===== src/core/hmi_pkg.sv =====
// Package: constants and carriers for the interrupt status flag block
package hmi_pkg;

  // ---------------------------------------------------------------
  // Register map
  // ---------------------------------------------------------------
  localparam logic [7:0]  STS_OFFSET        = 8'h58;
  localparam logic [7:0]  EN_OFFSET         = 8'h5c;
  localparam logic [7:0]  LVL_OFFSET        = 8'h68;
  localparam logic [15:0] STS_RESET         = 16'h0000;
  localparam logic [15:0] EN_RESET          = 16'h0000;
  localparam logic [31:0] LVL_RESET         = 32'h48000000;
  // Bits that carry a flag; 11, 5 and 2..0 are reserved
  localparam logic [15:0] STS_IMPL_MASK     = 16'hf7d8;
  // Sticky write-one-to-clear flags (bit 12 is a live mirror)
  localparam logic [15:0] STS_W1C_MASK      = 16'he7d8;
  localparam logic [15:0] EN_WRITE_MASK     = 16'hffff;

  // ---------------------------------------------------------------
  // Field positions
  // ---------------------------------------------------------------
  localparam int BIT_OVERSIZE   = 15;
  localparam int BIT_RX_ERR     = 14;
  localparam int BIT_TX_ERR     = 13;
  localparam int BIT_PIN_EVENT  = 12;
  localparam int BIT_TX_OVERRUN = 10;
  localparam int BIT_TX_SPACE   = 9;
  localparam int BIT_TXQ_FULL   = 8;
  localparam int BIT_TXQ_LEVEL  = 7;
  localparam int BIT_RX_DROP    = 6;
  localparam int BIT_RXQ_FULL   = 4;
  localparam int BIT_RXQ_LEVEL  = 3;
  localparam int LVL_TXSPACE_LSB = 24;
  localparam int LVL_TXQ_LSB     = 16;
  localparam int LVL_RXQ_LSB     = 0;

  // ---------------------------------------------------------------
  // Frame length limits in bytes
  // ---------------------------------------------------------------
  localparam logic [15:0] RX_MAX_LEN        = 16'h0800;
  localparam logic [15:0] TAG_BYTES         = 16'h0004;
  localparam logic [15:0] UNTAGGED_MAX_LEN  = 16'h07fc;
  localparam int          SPACE_BLOCK_SHIFT = 6;

  // ---------------------------------------------------------------
  // Carriers
  // ---------------------------------------------------------------
  typedef struct packed {
    logic        frameDone;
    logic [15:0] frameLen;
    logic        tagInserted;
    logic        rxError;
    logic        frameDropped;
  } hmi_rx_ev_t;

  typedef struct packed {
    logic        txError;
    logic        dataWrite;
    logic        dataFull;
    logic [15:0] dataFreeBytes;
    logic [7:0]  txqUsed;
    logic        txqFull;
    logic [7:0]  rxqUsed;
    logic        rxqFull;
  } hmi_fifo_ev_t;

  typedef struct packed {
    logic [15:0] sts;
    logic [15:0] en;
    logic [7:0]  txSpaceLvl;
    logic [7:0]  txqLvl;
    logic [7:0]  rxqLvl;
    logic [31:0] rdata;
    logic        irq;
  } hmi_state_t;

endpackage : hmi_pkg


===== src/core/hmi_irq_status.sv =====
// Lower interrupt status flags with enables, levels and host register access
//
// Notes on behaviour
// - Set oversize flag, bit 15, on received frame longer than 2048 bytes.
// - Also set it when tagging an untagged frame above 2044 bytes.
// - Set receive error flag, bit 14, on any receive error.
// - Set transmit error flag, bit 13, on any transmit error.
// - Bit 12 is read-only mirror of pin event status block.
// - Set bit 10 when host writes TX data FIFO while full.
// - Set bit 9 when TX free space exceeds programmed level.
// - Set bit 8 whenever TX result queue becomes full.
// - Set bit 7 when TX result queue reaches programmed level.
// - Set bit 6 each time a received frame is dropped.
// - Set bit 4 whenever RX result queue becomes full.
// - Set bit 3 when RX result queue reaches programmed level.
// - Writing one clears a sticky flag; writing zero leaves it.
// - Only enabled flags drive interrupt; flags record regardless of enable.
// - TX space level counts 64-byte blocks of free space.
`timescale 1ns/1ps

module hmi_irq_status
  import hmi_pkg::*;
(
  input  wire logic         clk,
  input  wire logic         nrst,
  input  wire logic         regWrite,
  input  wire logic         regRead,
  input  wire logic [7:0]   regAddr,
  input  wire logic [31:0]  regWdata,
  output logic      [31:0]  regRdata,
  input  wire hmi_rx_ev_t   rxEv,
  input  wire hmi_fifo_ev_t fifoEv,
  input  wire logic         pinEventPending,
  output logic              irq
);

  // ---------------------------------------------------------------
  // State
  // ---------------------------------------------------------------
  hmi_state_t  s_q;
  hmi_state_t  s_d;

  // ---------------------------------------------------------------
  // Combinational helpers
  // ---------------------------------------------------------------
  logic [15:0] events;
  logic [15:0] clearMask;
  logic [15:0] stsView;
  logic [7:0]  freeBlocks;
  logic        txqAtLvl;
  logic        rxqAtLvl;
  logic        stsWrite;
  logic        enWrite;
  logic        lvlWrite;
  logic        lenAboveTag;
  logic        oversizeLen;
  logic        oversizeTag;
  logic        txqFullRise;
  logic        rxqFullRise;
  logic        txqLvlRise;
  logic        rxqLvlRise;

  // ---------------------------------------------------------------
  // Edge detectors
  // ---------------------------------------------------------------
  // TX result queue becomes full
  hmi_rise_detect i_txqFull (
    .clk   (clk),
    .nrst  (nrst),
    .level (fifoEv.txqFull),
    .rise  (txqFullRise)
  );

  hmi_rise_detect i_txqLvl (
    .clk   (clk),
    .nrst  (nrst),
    .level (txqAtLvl),
    .rise  (txqLvlRise)
  );

  hmi_rise_detect i_rxqFull (
    .clk   (clk),
    .nrst  (nrst),
    .level (fifoEv.rxqFull),
    .rise  (rxqFullRise)
  );

  hmi_rise_detect i_rxqLvl (
    .clk   (clk),
    .nrst  (nrst),
    .level (rxqAtLvl),
    .rise  (rxqLvlRise)
  );

  // ---------------------------------------------------------------
  // Next state
  // ---------------------------------------------------------------
  always_comb begin
    s_d         = s_q;
    events      = 16'h0000;
    clearMask   = 16'h0000;
    stsView     = 16'h0000;
    stsWrite    = regWrite && (regAddr == STS_OFFSET);
    enWrite     = regWrite && (regAddr == EN_OFFSET);
    lvlWrite    = regWrite && (regAddr == LVL_OFFSET);

    freeBlocks  = 8'(fifoEv.dataFreeBytes >> SPACE_BLOCK_SHIFT);
    txqAtLvl    = (fifoEv.txqUsed >= s_q.txqLvl);
    rxqAtLvl    = (fifoEv.rxqUsed >= s_q.rxqLvl);

    // Guard the subtraction; a runt would wrap to a huge length
    lenAboveTag = (rxEv.frameLen >= TAG_BYTES);
    oversizeLen = rxEv.frameDone && (rxEv.frameLen > RX_MAX_LEN);
    // inserted tag pushes frame over limit
    oversizeTag = rxEv.frameDone && rxEv.tagInserted && lenAboveTag
                  && ((rxEv.frameLen - TAG_BYTES) > UNTAGGED_MAX_LEN);

    events[BIT_OVERSIZE]   = oversizeLen || oversizeTag;
    events[BIT_RX_ERR]     = rxEv.rxError;
    events[BIT_TX_ERR]     = fifoEv.txError;
    events[BIT_TX_OVERRUN] = fifoEv.dataWrite && fifoEv.dataFull;
    // level-sensitive, sets again after a clear while space lasts
    events[BIT_TX_SPACE]   = (freeBlocks > s_q.txSpaceLvl);
    events[BIT_TXQ_FULL]   = txqFullRise;
    events[BIT_TXQ_LEVEL]  = txqLvlRise;
    events[BIT_RX_DROP]    = rxEv.frameDropped;
    events[BIT_RXQ_FULL]   = rxqFullRise;
    events[BIT_RXQ_LEVEL]  = rxqLvlRise;

    if (stsWrite) begin
      clearMask = regWdata[15:0] & STS_W1C_MASK;
    end
    s_d.sts = ((s_q.sts & ~clearMask) | events) & STS_W1C_MASK;
    // live mirror, lags the pin by one cycle
    s_d.sts[BIT_PIN_EVENT] = pinEventPending;

    // Enable bits stored whole; reserved ones never gate the request
    if (enWrite) begin
      s_d.en = regWdata[15:0] & EN_WRITE_MASK;
    end
    if (lvlWrite) begin
      s_d.txSpaceLvl = regWdata[LVL_TXSPACE_LSB +: 8];
      s_d.txqLvl     = regWdata[LVL_TXQ_LSB +: 8];
      s_d.rxqLvl     = regWdata[LVL_RXQ_LSB +: 8];
    end

    stsView   = s_q.sts & STS_IMPL_MASK;
    // Read data is zero outside the answer cycle
    s_d.rdata = 32'h00000000;
    if (regRead) begin
      case (regAddr)
        STS_OFFSET: begin
          s_d.rdata = {16'h0000, stsView};
        end
        EN_OFFSET: begin
          s_d.rdata = {16'h0000, s_q.en};
        end
        LVL_OFFSET: begin
          s_d.rdata = {s_q.txSpaceLvl, s_q.txqLvl, 8'h00, s_q.rxqLvl};
        end
        default: begin
          s_d.rdata = 32'h00000000;
        end
      endcase
    end

    // only enabled flags reach the request
    s_d.irq = |(s_d.sts & s_d.en & STS_IMPL_MASK);
  end

  // ---------------------------------------------------------------
  // State register
  // ---------------------------------------------------------------
  always_ff @(posedge clk or negedge nrst) begin
    if (!nrst) begin
      s_q.sts        <= STS_RESET;
      s_q.en         <= EN_RESET;
      s_q.txSpaceLvl <= LVL_RESET[LVL_TXSPACE_LSB +: 8];
      s_q.txqLvl     <= LVL_RESET[LVL_TXQ_LSB +: 8];
      s_q.rxqLvl     <= LVL_RESET[LVL_RXQ_LSB +: 8];
      s_q.rdata      <= 32'h00000000;
      s_q.irq        <= 1'b0;
    end else begin
      s_q <= s_d;
    end
  end

  // ---------------------------------------------------------------
  // Outputs
  // ---------------------------------------------------------------
  assign regRdata = s_q.rdata;
  assign irq      = s_q.irq;

endmodule : hmi_irq_status

// ---------------------------------------------------------------
// Rising edge of a level
// ---------------------------------------------------------------
module hmi_rise_detect
  import hmi_pkg::*;
(
  input  wire logic clk,
  input  wire logic nrst,
  input  wire logic level,
  output logic      rise
);

  logic seen_q;
  logic seen_d;

  always_comb begin
    seen_d = level;
  end

  always_ff @(posedge clk or negedge nrst) begin
    if (!nrst) begin
      seen_q <= 1'b0;
    end else begin
      seen_q <= seen_d;
    end
  end

  // Reset low, so a level already true after reset counts as an edge
  assign rise = level && !seen_q;

endmodule : hmi_rise_detect


===== config.mk =====
export PLATFORM = sky130hd
export DESIGN_NAME = hmi_irq_status
export DESIGN_NICKNAME = d
export VERILOG_FILES = /design/src/core/hmi_pkg.sv /design/src/core/hmi_irq_status.sv
export SDC_FILE = /design/constraint.sdc
export NUM_CORES = 1
export LEC_CHECK = 0
export BUFFER_PORTS_ARGS = -buffer_cell sky130_fd_sc_hd__buf_2
export CORE_UTILIZATION = 25
export DETAILED_ROUTE_END_ITERATION = 7
export PLACE_DENSITY = 0.54
export SYNTH_ARGS = -nofsm -noshare
export SYNTH_HDL_FRONTEND = slang
export SYNTH_SLANG_ARGS = --single-unit

===== constraint.sdc =====
create_clock -name clk -period 2 [get_ports clk]
set_clock_uncertainty 0.15 [all_clocks]
set_input_delay 0.1 -clock clk [delete_from_list [all_inputs] [get_ports clk]]
set_output_delay 0.1 -clock clk [all_outputs]
set_load 0.02 [all_outputs]

==> reports/qor.log, run 1 <==
[worst_setup_path] Crit Path Max Fanout 2
[synth] post-synthesis cell type count 42
[worst_setup_path] data arrival time of the critical path 2160 ps
[worst_setup_path] critical path start-end classification reg2reg
[die] initial core utilization 0.257
[worst_setup_path] startpoint types flop
[synth] XOR/XNOR Fraction of Synth Area 0
[die] die extent in y 133 µm
[clock_network] CTS Buffer Depth 2
[place] post-detail-place hpwl 8.30 mm
[detailed_routing] initial drt markers 87
[grt] pin count of the biggest net entering global routing 53
[synth] synth top area cells sky130_fd_sc_hd__dfrtp_1, sky130_fd_sc_hd__mux2_2, sky130_fd_sc_hd__ha_1
[die] number of top-level design ports 135
[worst_setup_path] R2R Path Start s_q[50]
[clock_network] CTS H-Tree Depth 3
[worst_setup_path] crit path capture irq
[synth] flip-flop and latch count after synthesis 88
[synth] combinational family with the most area after synthesis multiplexers
[synth] total number of yosys warnings 0
[grt] GRT Total Usage 0.132
[die] placeable core region 16700 µm²
[synth] Synth Area per Inst 11.7 µm²
[synth] fraction of synthesized area in multiplexers 0.132
[synth] primary flip-flop cell chosen by synthesis mapping sky130_fd_sc_hd__dfrtp_1
[synth] sequential share of the synthesized area 0.513
[grt] via count of the first global-routing pass 3543
[detailed_routing] total via count in the routed design 3284
[die] die footprint 17700 µm²
[timing] smallest setup slack after layout -114 ps
[layout] diodes inserted 0
[detailed_routing] mean number of vias per cell 4.27
[synth] Post-synth EDFFs 0
[layout] proportion of layout cells with a drive suffix above 1 0.426
[worst_setup_path] CP max stage cell sky130_fd_sc_hd__dfrtp_1
[grt] global-route wire length before repair 17.9 mm
[worst_setup_path] endpoint type of the worst setup path flop
[layout] area taken by multi-input logic gates 1760 µm²
[layout] area growth from synthesis to layout 40.1%
[timing] number of failing setup endpoints in the final timing report 1
[timing] clock period minus worst slack 2110 ps
[grt] initial antenna violation count 1
[clock_network] number of buffers added by the clock tree synthesis step 9
[layout] Final #Nets 670
[detailed_routing] post-DR wirelength/cell 14.4 µm
[synth] synthesized cell area 4300 µm²
[clock_network] Clk Latency, worst-skew pair 340 ps
[worst_setup_path] worst path required time 2050 ps
[clock_network] post-CTS clock slew at the launch and capture registers of the worst setup and hold paths 60 ps
[layout] Seq. cell area 2200 µm²
[worst_setup_path] logic depth of the worst register-to-register path 10
[pwr] worst voltage drop across the vdd grid 335 µV
[worst_setup_path] largest stage delay on the critical path 390 ps
[place] Placer Congestion 0.765
[die] num rows 47
[timing] final hold slack 3.05 ps
[worst_setup_path] end of the worst register-to-register path irq
[status] status finished with violations
[detailed_routing] antenna-violating nets left 0
[worst_setup_path] flop2flop setup slack -110 ps
[detailed_routing] DRC Markers 0
[status] violated checks negative setup slack
[min_path] Hold WC Path Type in2reg
[timing] worst slew margin relative to its limit 0.688
[place] count of port buffers added during placement 125
[synth] area share of the largest cell type after synthesis 0.501
[pwr] power density normalized to cell area 666 nW/µm²
[worst_setup_path] start point of the critical path s_q[50]
[clock_network] clock tree from TritonCTS done
[synth] post-synthesis adder-cell area fraction 0.0698
[synth] number of cells produced by synthesis 367
[worst_setup_path] series of cell instances along the critical path inv_2, ha_4, nor2b_1, o211ai_1, a21oi_1, o22ai_1, buf_4, nand2_4, a2111oi_4, nand4_1
[synth] post-synth top area cell sky130_fd_sc_hd__dfrtp_1
[pwr] Leakage 3.02 nW
[synth] area share of and/or/nand/nor cells after synthesis 0.117
[timing] fraction of the cycle the final worst path needs 1.06
[die] DIE WIDTH 133 µm
[synth] leading post-synthesis cells by instance count sky130_fd_sc_hd__dfrtp_1, sky130_fd_sc_hd__mux2_2, sky130_fd_sc_hd__buf_4
[flow_run] maxcap violations 0
[timing] maximum frequency from static timing analysis 473 MHz
[timing] setup TNS -114 ps
[synth] Async SR Flop Fraction 1.00
[clock_network] cell chosen for the clock root sky130_fd_sc_hd__clkbuf_16
[detailed_routing] number of optimization iterations in the first detailed-route pass 4
[timing] Slew @ Worst Pin 468 ps
[grt] total grt overflow 0
[timing] setup repair after global routing missed its margin yes
[layout] fill cell count 1697
[detailed_routing] Detailed Route WL 11.1 mm
[synth] Synthesized Nets 493
[timing] Slew Limit Fails 0
[synth] most numerous cell in the Yosys netlist sky130_fd_sc_hd__dfrtp_1
[synth] complex-gate fraction of the synthesized area 0.0751
[clock_network] Num Clock Sinks 88
[timing] endpoints failing hold 0
[state kept, by name, indices dropped and copies added (netlist names)]
| signal | count |
|---|---|
| i_rxqFull.seen_q | 1 |
| i_rxqLvl.seen_q | 1 |
| i_txqFull.seen_q | 1 |
| i_txqLvl.seen_q | 1 |
| irq | 1 |
| regRdata | 32 |
| s_q | 51 |
[repair_timing]
item,4_1_cts,5_1_grt
hold buffers,47,0
gates cloned,0,0
buffers inserted,2,0
endpoints found under the hold margin,140,0
gates resized for setup,14,0
pin swaps,12,1
setup endpoints to repair,1,1
[kinds of logic after synthesis]
kind of cell / after synthesis
buf+inv: 72
simple gates: 84
fa+ha+maj: 24
compound gates: 48
flops: 88
mux: 51
[power by group]
part | switching [mW] | internal, mW
clock | 0.688 | 0.966
combinational | 0.221 | 0.277
sequential | 0.0287 | 1.83
[area by class of cell]
class                   count  area share
flip-flops and latches     88       0.366
multi-input cells         207       0.292
repair buffers            209       0.231
well taps                 220      0.0457
clock buffers              12      0.0393
inverters                  29      0.0181
clock inverters             4     0.00789
[cells in the final DEF (no fill, tap or decap), types with 2 or more instances in the layout]
| master | netlist | layout |
|---|---|---|
| sky130_fd_sc_hd__buf_2 | 4 | 124 |
| sky130_fd_sc_hd__dfrtp_1 | 86 | 86 |
| sky130_fd_sc_hd__dlygate4sd3_1 | 0 | 47 |
| sky130_fd_sc_hd__mux2_2 | 44 | 44 |
| sky130_fd_sc_hd__buf_4 | 32 | 37 |
| sky130_fd_sc_hd__inv_1 | 29 | 28 |
| sky130_fd_sc_hd__ha_1 | 24 | 21 |
| sky130_fd_sc_hd__nand2_1 | 19 | 18 |
| sky130_fd_sc_hd__and3_1 | 17 | 17 |
| sky130_fd_sc_hd__nor2b_1 | 12 | 12 |
| sky130_fd_sc_hd__nor2_1 | 9 | 9 |
| sky130_fd_sc_hd__a21oi_1 | 10 | 9 |
| sky130_fd_sc_hd__clkbuf_16 | 0 | 9 |
| sky130_fd_sc_hd__a22oi_1 | 8 | 8 |
| sky130_fd_sc_hd__mux2i_1 | 7 | 7 |
| sky130_fd_sc_hd__o21ai_0 | 10 | 7 |
| sky130_fd_sc_hd__a21o_1 | 5 | 5 |
| sky130_fd_sc_hd__nor4_1 | 4 | 4 |
| sky130_fd_sc_hd__nand2b_1 | 4 | 4 |
| sky130_fd_sc_hd__and3_2 | 3 | 3 |
| sky130_fd_sc_hd__nand4_1 | 3 | 3 |
| sky130_fd_sc_hd__nand3_1 | 3 | 3 |
| sky130_fd_sc_hd__o21ai_1 | 0 | 3 |
| sky130_fd_sc_hd__a221oi_1 | 3 | 3 |
| sky130_fd_sc_hd__ha_4 | 0 | 3 |
| sky130_fd_sc_hd__clkbuf_1 | 5 | 3 |
| sky130_fd_sc_hd__a22o_1 | 2 | 2 |
| sky130_fd_sc_hd__nand4b_1 | 2 | 2 |
| sky130_fd_sc_hd__o21a_1 | 2 | 2 |
| sky130_fd_sc_hd__a32oi_1 | 2 | 2 |
| sky130_fd_sc_hd__and2_0 | 2 | 2 |
| sky130_fd_sc_hd__clkinv_2 | 0 | 2 |
| sky130_fd_sc_hd__dfstp_2 | 2 | 2 |
[per-stage QoR]
step | worst slack [ps] | instance area [µm²] | utilization | cells | power, mW
finish | -114 | 6020 | 0.361 | 769 | 4.01
global route | -241 | 6020 | 0.361 | 769 | 4.22
CTS | -97.7 | 6020 | 0.361 | 769 | 4.10
detailed placement | -365 | 5180 | 0.310 | 704 | 2.32
global placement | -214 | 5180 | 0.310 | 704 | 2.30
floorplan | 3.09 | 4300 | - | 367 | 2.07
[worst max-delay path, delay by kind of cell (launching register included)]
kind / cells / cell delay (ps)
AO/OA/AOI/OAI: 4 / 710
adder cells (fa/ha/maj): 1 / 190
buffers and inverters: 2 / 230
flip-flops: 1 / 390
AND/OR/NAND/NOR: 3 / 320
[worst min path at each step]
stage                   from                to  cells after the start
floorplan               nrst  i_rxqFull.seen_q                      0
global placement        nrst       regRdata[9]                      1
detailed placement      nrst       regRdata[9]                      1
CTS                 rxEv[15]           s_q[88]                      4
global route        rxEv[15]           s_q[88]                      4
finish              rxEv[15]           s_q[88]                      4
[routing by layer]
layer  GRT usage  vias to the layer above  wire length [µm]
met4      0.0410                        2               125
li1            -                     1598                 -
met1       0.163                     1595              5010
met5           0                        -                13
met2       0.221                       80              5390
met3      0.0411                        9               510
(Power assumes the default switching activity.)
==> inputs of run 2 (changes only) <==
Settings changed: RECOVER_POWER from default to 50.
==> reports/qor.log, run 2 (same netlist as run 1, synthesis figures left out) <==
[grt] initial antenna violation count 1 [unchanged]
[clock_network] post-CTS clock slew at the launch and capture registers of the worst setup and hold paths 60 ps [about the same]
[layout] most common cell after layout, fill and taps aside sky130_fd_sc_hd__buf_2
[pwr] worst voltage drop across the vdd grid 335 µV [-0.18%]
[pwr] Leakage 2.95 nW [-2.4%]
[worst_setup_path] start point of the critical path s_q[50]
[worst_setup_path] startpoint types flop
[die] placeable core region 16700 µm² [unchanged]
[timing] Slew @ Worst Pin 1370 ps [+901 ps]
[timing] maximum frequency from static timing analysis 473 MHz [about the same]
[layout] Seq. cell area 2200 µm² [unchanged]
[worst_setup_path] data arrival time of the critical path 2160 ps [about the same]
[worst_setup_path] CP max stage cell sky130_fd_sc_hd__dfrtp_1
[timing] smallest setup slack after layout -115 ps [-1.27 ps]
[pwr] switching component of the power 0.937 mW [about the same]
[die] num rows 47 [unchanged]
[place] Placer Congestion 0.765 [unchanged]
[pwr] net switching fraction of the power 0.234 [+0.000261]
[layout] largest reg by FF count s_q
[detailed_routing] DRC Markers 0 [unchanged]
[timing] worst slew margin relative to its limit 0.0876 [-0.601]
[timing] clock period minus worst slack 2110 ps [+1.27 ps]
[worst_setup_path] critical path start-end classification reg2reg
[min_path] worst hold start rxEv[15]
[pwr] total internal power 3.07 mW [-0.18%]
[die] initial core utilization 0.257 [unchanged]
[pwr] final total power 4.01 mW [-0.15%]
[die] die extent in y 133 µm [unchanged]
[layout] top library cells by usage in the layout, fill and taps aside sky130_fd_sc_hd__buf_2, sky130_fd_sc_hd__dfrtp_1, sky130_fd_sc_hd__dlygate4sd3_1
[layout] proportion of layout cells with a drive suffix above 1 0.397 [-0.0291]
[status] violated checks negative setup slack
[flow_run] maxcap violations 0 [unchanged]
[layout] Largest register FFs 51 [unchanged]
[worst_setup_path] R2R Path Start s_q[50]
[detailed_routing] antenna-violating nets left 0 [unchanged]
[timing] final hold slack 3.32 ps [+0.272 ps]
[die] number of top-level design ports 135 [unchanged]
[clock_network] CTS Buffer Depth 2 [unchanged]
[pwr] fraction of power consumed by sequential logic 0.465 [about the same]
[place] post-detail-place hpwl 8.30 mm [unchanged]
[worst_setup_path] largest stage delay on the critical path 390 ps [about the same]
[pwr] power density normalized to cell area 670 nW/µm² [+0.52%]
[timing] setup repair after global routing missed its margin yes
[layout] fill cell count 1703 [+0.35%]
[layout] Final #Nets 670 [unchanged]
[timing] Slew Limit Fails 0 [unchanged]
[layout] area growth from synthesis to layout 39.2%
[grt] via count of the first global-routing pass 3543 [unchanged]
[min_path] Hold WC Path Type in2reg
[detailed_routing] number of optimization iterations in the first detailed-route pass 4 [unchanged]
[layout] area taken by multi-input logic gates 1760 µm² [unchanged]
[grt] GRT Total Usage 0.132 [unchanged]
[clock_network] Clk Latency, worst-skew pair 340 ps [about the same]
[die] die footprint 17700 µm² [unchanged]
[detailed_routing] initial drt markers 99 [+14%]
[layout] diodes inserted 0 [unchanged]
[detailed_routing] mean number of vias per cell 4.28 [+0.24%]
[die] DIE WIDTH 133 µm [unchanged]
[grt] pin count of the biggest net entering global routing 53 [unchanged]
[worst_setup_path] series of cell instances along the critical path inv_2, ha_4, nor2b_1, o211ai_1, a21oi_1, o22ai_1, buf_4, nand2_4, a2111oi_4, nand4_1
[clock_network] CTS H-Tree Depth 3 [unchanged]
[pwr] portion of total power attributed to the clock network 0.413 [about the same]
[detailed_routing] Detailed Route WL 11.0 mm [-0.17%]
[timing] endpoints failing hold 0 [unchanged]
[timing] fraction of the cycle the final worst path needs 1.06 [about the same]
[worst_setup_path] endpoint type of the worst setup path flop
[clock_network] Num Clock Sinks 88 [unchanged]
[clock_network] clock tree from TritonCTS done
[pwr] Comb power frac 0.123 [about the same]
[clock_network] number of buffers added by the clock tree synthesis step 9 [unchanged]
[worst_setup_path] Crit Path Max Fanout 2 [unchanged]
[grt] total grt overflow 0 [unchanged]
[place] count of port buffers added during placement 125 [unchanged]
[clock_network] cell chosen for the clock root sky130_fd_sc_hd__clkbuf_16
[grt] global-route wire length before repair 17.9 mm [unchanged]
[timing] number of failing setup endpoints in the final timing report 1 [unchanged]
[detailed_routing] total via count in the routed design 3292 [+0.24%]
[detailed_routing] post-DR wirelength/cell 14.3 µm [-0.17%]
[status] status finished with violations
[worst_setup_path] worst path required time 2050 ps [about the same]
[run 2: power groups by stage]
stage          Clock, mW  Sequential (mW)  Combinational, mW
2_1_floorplan          0             1.90              0.173
3_3_place_gp           0             1.89              0.409
3_5_place_dp           0             1.90              0.420
4_1_cts             1.73             1.86              0.508
5_1_grt             1.79             1.87              0.552
6_report            1.65             1.86              0.491
[run 2: layout make-up]
type | count | area share
clock buffer | 12 | 0.0395
clock inverter | 4 | 0.00795
inverter | 29 | 0.0182
multi-input combinational | 207 | 0.294
sequential | 88 | 0.368
tap | 220 | 0.0460
timing repair buffer | 209 | 0.225
[run 2: worst paths after layout]
check                              endpoint  slack (ps)  cells past startpoint
worst max-delay path                    irq        -110                     10
worst min-delay path                s_q[88]           3                      4
worst max register to register          irq        -110                     10
worst min register to register      s_q[80]         330                      1
max in group asynchronous           s_q[46]         240                      3
min in group asynchronous       regRdata[3]         430                      3
[run 2: timing repair]
item / CTS / global route
hold buffers: 47 / 0
pin swaps: 12 / 1
resized for setup: 14 / 0
endpoints found under the setup margin: 1 / 1
setup buffers: 2 / 0
hold endpoints to repair: 140 / 0
[run 2: routing by layer]
metal	vias to the layer above	global-route usage	wire, µm	part of all wire
li1	1599	-	-	-
met1	1599	0.163	4980	0.45
met2	83	0.221	5390	0.49
met3	9	0.0411	526	0.048
met4	2	0.0410	125	0.011
met5	-	0	13	0.0012
[run 2: metrics by stage]
| stage | util | worst slack, ps | instance area [µm²] | TNS (ps) | std cells |
|---|---|---|---|---|---|
| final | 0.358 | -115 | 5980 | -115 | 769 |
| after global routing | 0.358 | -241 | 5980 | -1890 | 769 |
| after CTS | 0.361 | -97.7 | 6020 | -97.7 | 769 |
| after detailed placement | 0.310 | -365 | 5180 | -365 | 704 |
| after global placement | 0.310 | -214 | 5180 | -214 | 704 |
| after floorplan | - | 3.09 | 4300 | 0 | 367 |
[run 2: worst max-delay path: cells and delay by family (launching register included)]
kind	cells	cell delay [ps]
adder cells (fa/ha/maj)	1	190
flip-flops	1	390
AND/OR/NAND/NOR	3	320
buffers and inverters	2	230
AO/OA/AOI/OAI	4	710
==> inputs of run 3 (changes only) <==
Settings changed: SYNTH_HIERARCHICAL from default to 1.
==> reports/qor.log, run 3 <==
[status] status finished with violations
[timing] Slew Limit Fails 0 [unchanged]
[grt] initial antenna violation count 0 [-1]
[layout] Largest register FFs 51 [unchanged]
[detailed_routing] total via count in the routed design 3243 [-1.5%]
[die] num rows 47 [unchanged]
[timing] clock period minus worst slack 2900 ps [+781 ps]
[clock_network] Clk Latency, worst-skew pair 340 ps [about the same]
[worst_setup_path] worst path required time 2060 ps [about the same]
[worst_setup_path] start point of the critical path s_q[33]
[synth] area share of the largest cell type after synthesis 0.507 [+0.00649]
[timing] worst slew margin relative to its limit 0.401 [+0.313]
[flow_run] maxcap violations 0 [unchanged]
[layout] most common cell after layout, fill and taps aside sky130_fd_sc_hd__buf_2
[worst_setup_path] Crit Path Max Fanout 2 [unchanged]
[worst_setup_path] data arrival time of the critical path 2960 ps [+800 ps]
[synth] primary flip-flop cell chosen by synthesis mapping sky130_fd_sc_hd__dfrtp_1
[synth] leading post-synthesis cells by instance count sky130_fd_sc_hd__dfrtp_1, sky130_fd_sc_hd__mux2_2, sky130_fd_sc_hd__buf_4
[synth] Synth Area per Inst 12.0 µm² [+2.1%]
[pwr] power density normalized to cell area 677 nW/µm² [+1.1%]
[worst_setup_path] flop2flop setup slack -900 ps [-780 ps]
[die] initial core utilization 0.256 [-0.00149]
[synth] synthesized cell area 4240 µm² [-1.3%]
[die] die footprint 17500 µm² [-1.3%]
[grt] GRT Total Usage 0.136 [+0.00321]
[timing] final hold slack 18.4 ps [+15.1 ps]
[min_path] Hold WC Path Type in2reg
[layout] top library cells by usage in the layout, fill and taps aside sky130_fd_sc_hd__buf_2, sky130_fd_sc_hd__dfrtp_1, sky130_fd_sc_hd__dlygate4sd3_1
[timing] setup repair after global routing missed its margin yes
[clock_network] Num Clock Sinks 88 [unchanged]
[synth] post-synthesis cell type count 44 [+4.8%]
[worst_setup_path] R2R Path Start s_q[33]
[grt] pin count of the biggest net entering global routing 40 [-25%]
[clock_network] CTS Buffer Depth 2 [unchanged]
[detailed_routing] antenna-violating nets left 0 [unchanged]
[detailed_routing] initial drt markers 115 [+16%]
[die] die extent in y 132 µm [-0.63%]
[synth] most numerous cell in the Yosys netlist sky130_fd_sc_hd__dfrtp_1
[synth] total number of yosys warnings 6 [+6]
[clock_network] cell chosen for the clock root sky130_fd_sc_hd__clkbuf_16
[pwr] Leakage 2.86 nW [-2.9%]
[timing] smallest setup slack after layout -896 ps [-781 ps]
[detailed_routing] mean number of vias per cell 4.27 [-0.32%]
[timing] fraction of the cycle the final worst path needs 1.45 [+0.391]
[grt] global-route wire length before repair 18.1 mm [+0.89%]
[grt] total grt overflow 0 [unchanged]
[synth] Post-synth EDFFs 0 [unchanged]
[synth] synth top area cells sky130_fd_sc_hd__dfrtp_1, sky130_fd_sc_hd__mux2_2, sky130_fd_sc_hd__ha_1
[layout] share of the core filled with cells 0.355 [-0.00319]
[pwr] worst voltage drop across the vdd grid 379 µV [+13%]
[layout] Final #Nets 662 [-1.2%]
[detailed_routing] DRC Markers 0 [unchanged]
[worst_setup_path] crit path capture irq
[die] number of top-level design ports 135 [unchanged]
[layout] diodes inserted 0 [unchanged]
[layout] area growth from synthesis to layout 38.7%
[layout] largest reg by FF count s_q
[detailed_routing] post-DR wirelength/cell 14.8 µm [+3.5%]
[grt] via count of the first global-routing pass 3555 [+0.34%]
[clock_network] number of buffers added by the clock tree synthesis step 9 [unchanged]
[timing] maximum frequency from static timing analysis 345 MHz [-27%]
[synth] Synthesized Nets 481 [-2.4%]
[die] DIE WIDTH 132 µm [-0.63%]
[worst_setup_path] logic depth of the worst register-to-register path 11 [+1]
[timing] endpoints failing hold 0 [unchanged]
[status] violated checks negative setup slack
[layout] proportion of layout cells with a drive suffix above 1 0.376 [-0.0212]
[detailed_routing] number of optimization iterations in the first detailed-route pass 4 [unchanged]
[synth] sequential share of the synthesized area 0.519 [+0.00665]
[timing] Slew @ Worst Pin 899 ps [-470 ps]
[die] placeable core region 16600 µm² [-0.70%]
[worst_setup_path] endpoint type of the worst setup path flop
[place] Placer Congestion 0.781 [+2.2%]
[place] post-detail-place hpwl 8.39 mm [+1.0%]
[worst_setup_path] critical path start-end classification reg2reg
[timing] number of failing setup endpoints in the final timing report 3 [+2]
[clock_network] clock tree from TritonCTS done
[clock_network] post-CTS clock slew at the launch and capture registers of the worst setup and hold paths 60 ps [about the same]
[synth] flip-flop and latch count after synthesis 88 [unchanged]
[worst_setup_path] startpoint types flop
[synth] number of cells produced by synthesis 355 [-3.3%]
[place] count of port buffers added during placement 125 [unchanged]
[synth] Async SR Flop Fraction 1.00 [unchanged]
[synth] post-synth top area cell sky130_fd_sc_hd__dfrtp_1
[detailed_routing] Detailed Route WL 11.3 mm [+2.3%]
[clock_network] CTS H-Tree Depth 3 [unchanged]
[worst_setup_path] end of the worst register-to-register path irq
==> run 3: changes by cell type after synthesis, moves of 6 or more <==
cell / delta
sky130_fd_sc_hd__mux2i_1: -7
sky130_fd_sc_hd__mux2_2: -8
sky130_fd_sc_hd__nor2_1: +6
sky130_fd_sc_hd__nor2b_1: -11
sky130_fd_sc_hd__a22oi_1: +7
sky130_fd_sc_hd__o21ai_0: -8
==> run 3: critical path, cell delays in order, from the launching register on <==
cell,delay [ps]
sky130_fd_sc_hd__dfrtp_1,380
sky130_fd_sc_hd__ha_1,290
sky130_fd_sc_hd__nand2b_4,130
sky130_fd_sc_hd__a21o_1,140
sky130_fd_sc_hd__a21o_1,150
sky130_fd_sc_hd__a211o_1,260
sky130_fd_sc_hd__a21oi_2,140
sky130_fd_sc_hd__o21ai_2,80
sky130_fd_sc_hd__nor2b_4,120
sky130_fd_sc_hd__a21o_1,160
sky130_fd_sc_hd__a221o_1,300
sky130_fd_sc_hd__or4b_1,460
==> run 3: how the worst min path moves through the flow <==
stage	start	to	slack (ps)	cells past startpoint
finish	regWrite	s_q[77]	20	3
CTS	fifoEv[0]	s_q[77]	30	4
floorplan	nrst	i_rxqFull/seen_q	-350	0
global route	regWrite	s_q[77]	30	3
global placement	nrst	regRdata[13]	-50	1
detailed placement	nrst	regRdata[13]	-50	1
==> run 3: timing repair <==
| action | CTS | global route |
|---|---|---|
| pin swaps | 4 | 0 |
| hold buffers | 45 | 0 |
| endpoints found under the hold margin | 104 | 0 |
| gates resized for setup | 4 | 2 |
| gates cloned | 0 | 0 |
| setup endpoints to repair | 4 | 5 |
| setup buffers | 2 | 1 |
==> run 3: cells by family after synthesis <==
family / count (synthesis) / share of synthesized area
and+or+nand+nor: 79 / 0.115
AOI/OAI and AO/OA: 56 / 0.0955
adders and majority gates: 24 / 0.0708
buffers and inverters: 68 / 0.0920
muxes: 40 / 0.107
DFF: 88 / 0.519
==> run 3: metal layers <==
metal / global-route usage / part of all wire / vias up / routed length, µm
met5: 0 / 0 / - / 0
met4: 0.0492 / 0.021 / 0 / 233
met3: 0.0400 / 0.050 / 21 / 566
met2: 0.222 / 0.48 / 86 / 5380
met1: 0.170 / 0.45 / 1559 / 5100
li1: - / - / 1577 / -
==> run 3: per-stage QoR <==
stage / TNS [ps] / area [µm²] / instances / total power, mW / setup WS [ps]
2_1_floorplan: -861 / 4240 / 355 / 2.05 / -779
3_3_place_gp: -1110 / 5180 / 697 / 2.28 / -864
3_5_place_dp: -1280 / 5180 / 697 / 2.30 / -936
4_1_cts: -1180 / 5950 / 759 / 4.06 / -911
5_1_grt: -2160 / 5890 / 760 / 4.18 / -1010
6_report: -1140 / 5890 / 760 / 3.99 / -896
==> run 3: area by class of cell <==
cell class | count | area, µm²
Timing Repair Buffer | 213 | 1370
Clock inverter | 3 | 42.5
Fill cell | 1687 | 10700
Clock buffer | 12 | 246
Sequential cell | 88 | 2200
Multi-Input combinational cell | 199 | 1650
Tap cell | 220 | 275
Inverter | 25 | 93.8
==> run 3: power breakdown <==
group	internal (mW)	switching (mW)	total, mW
Clock	0.994	0.668	1.66
Sequential	1.83	0.0275	1.86
Combinational	0.260	0.204	0.464
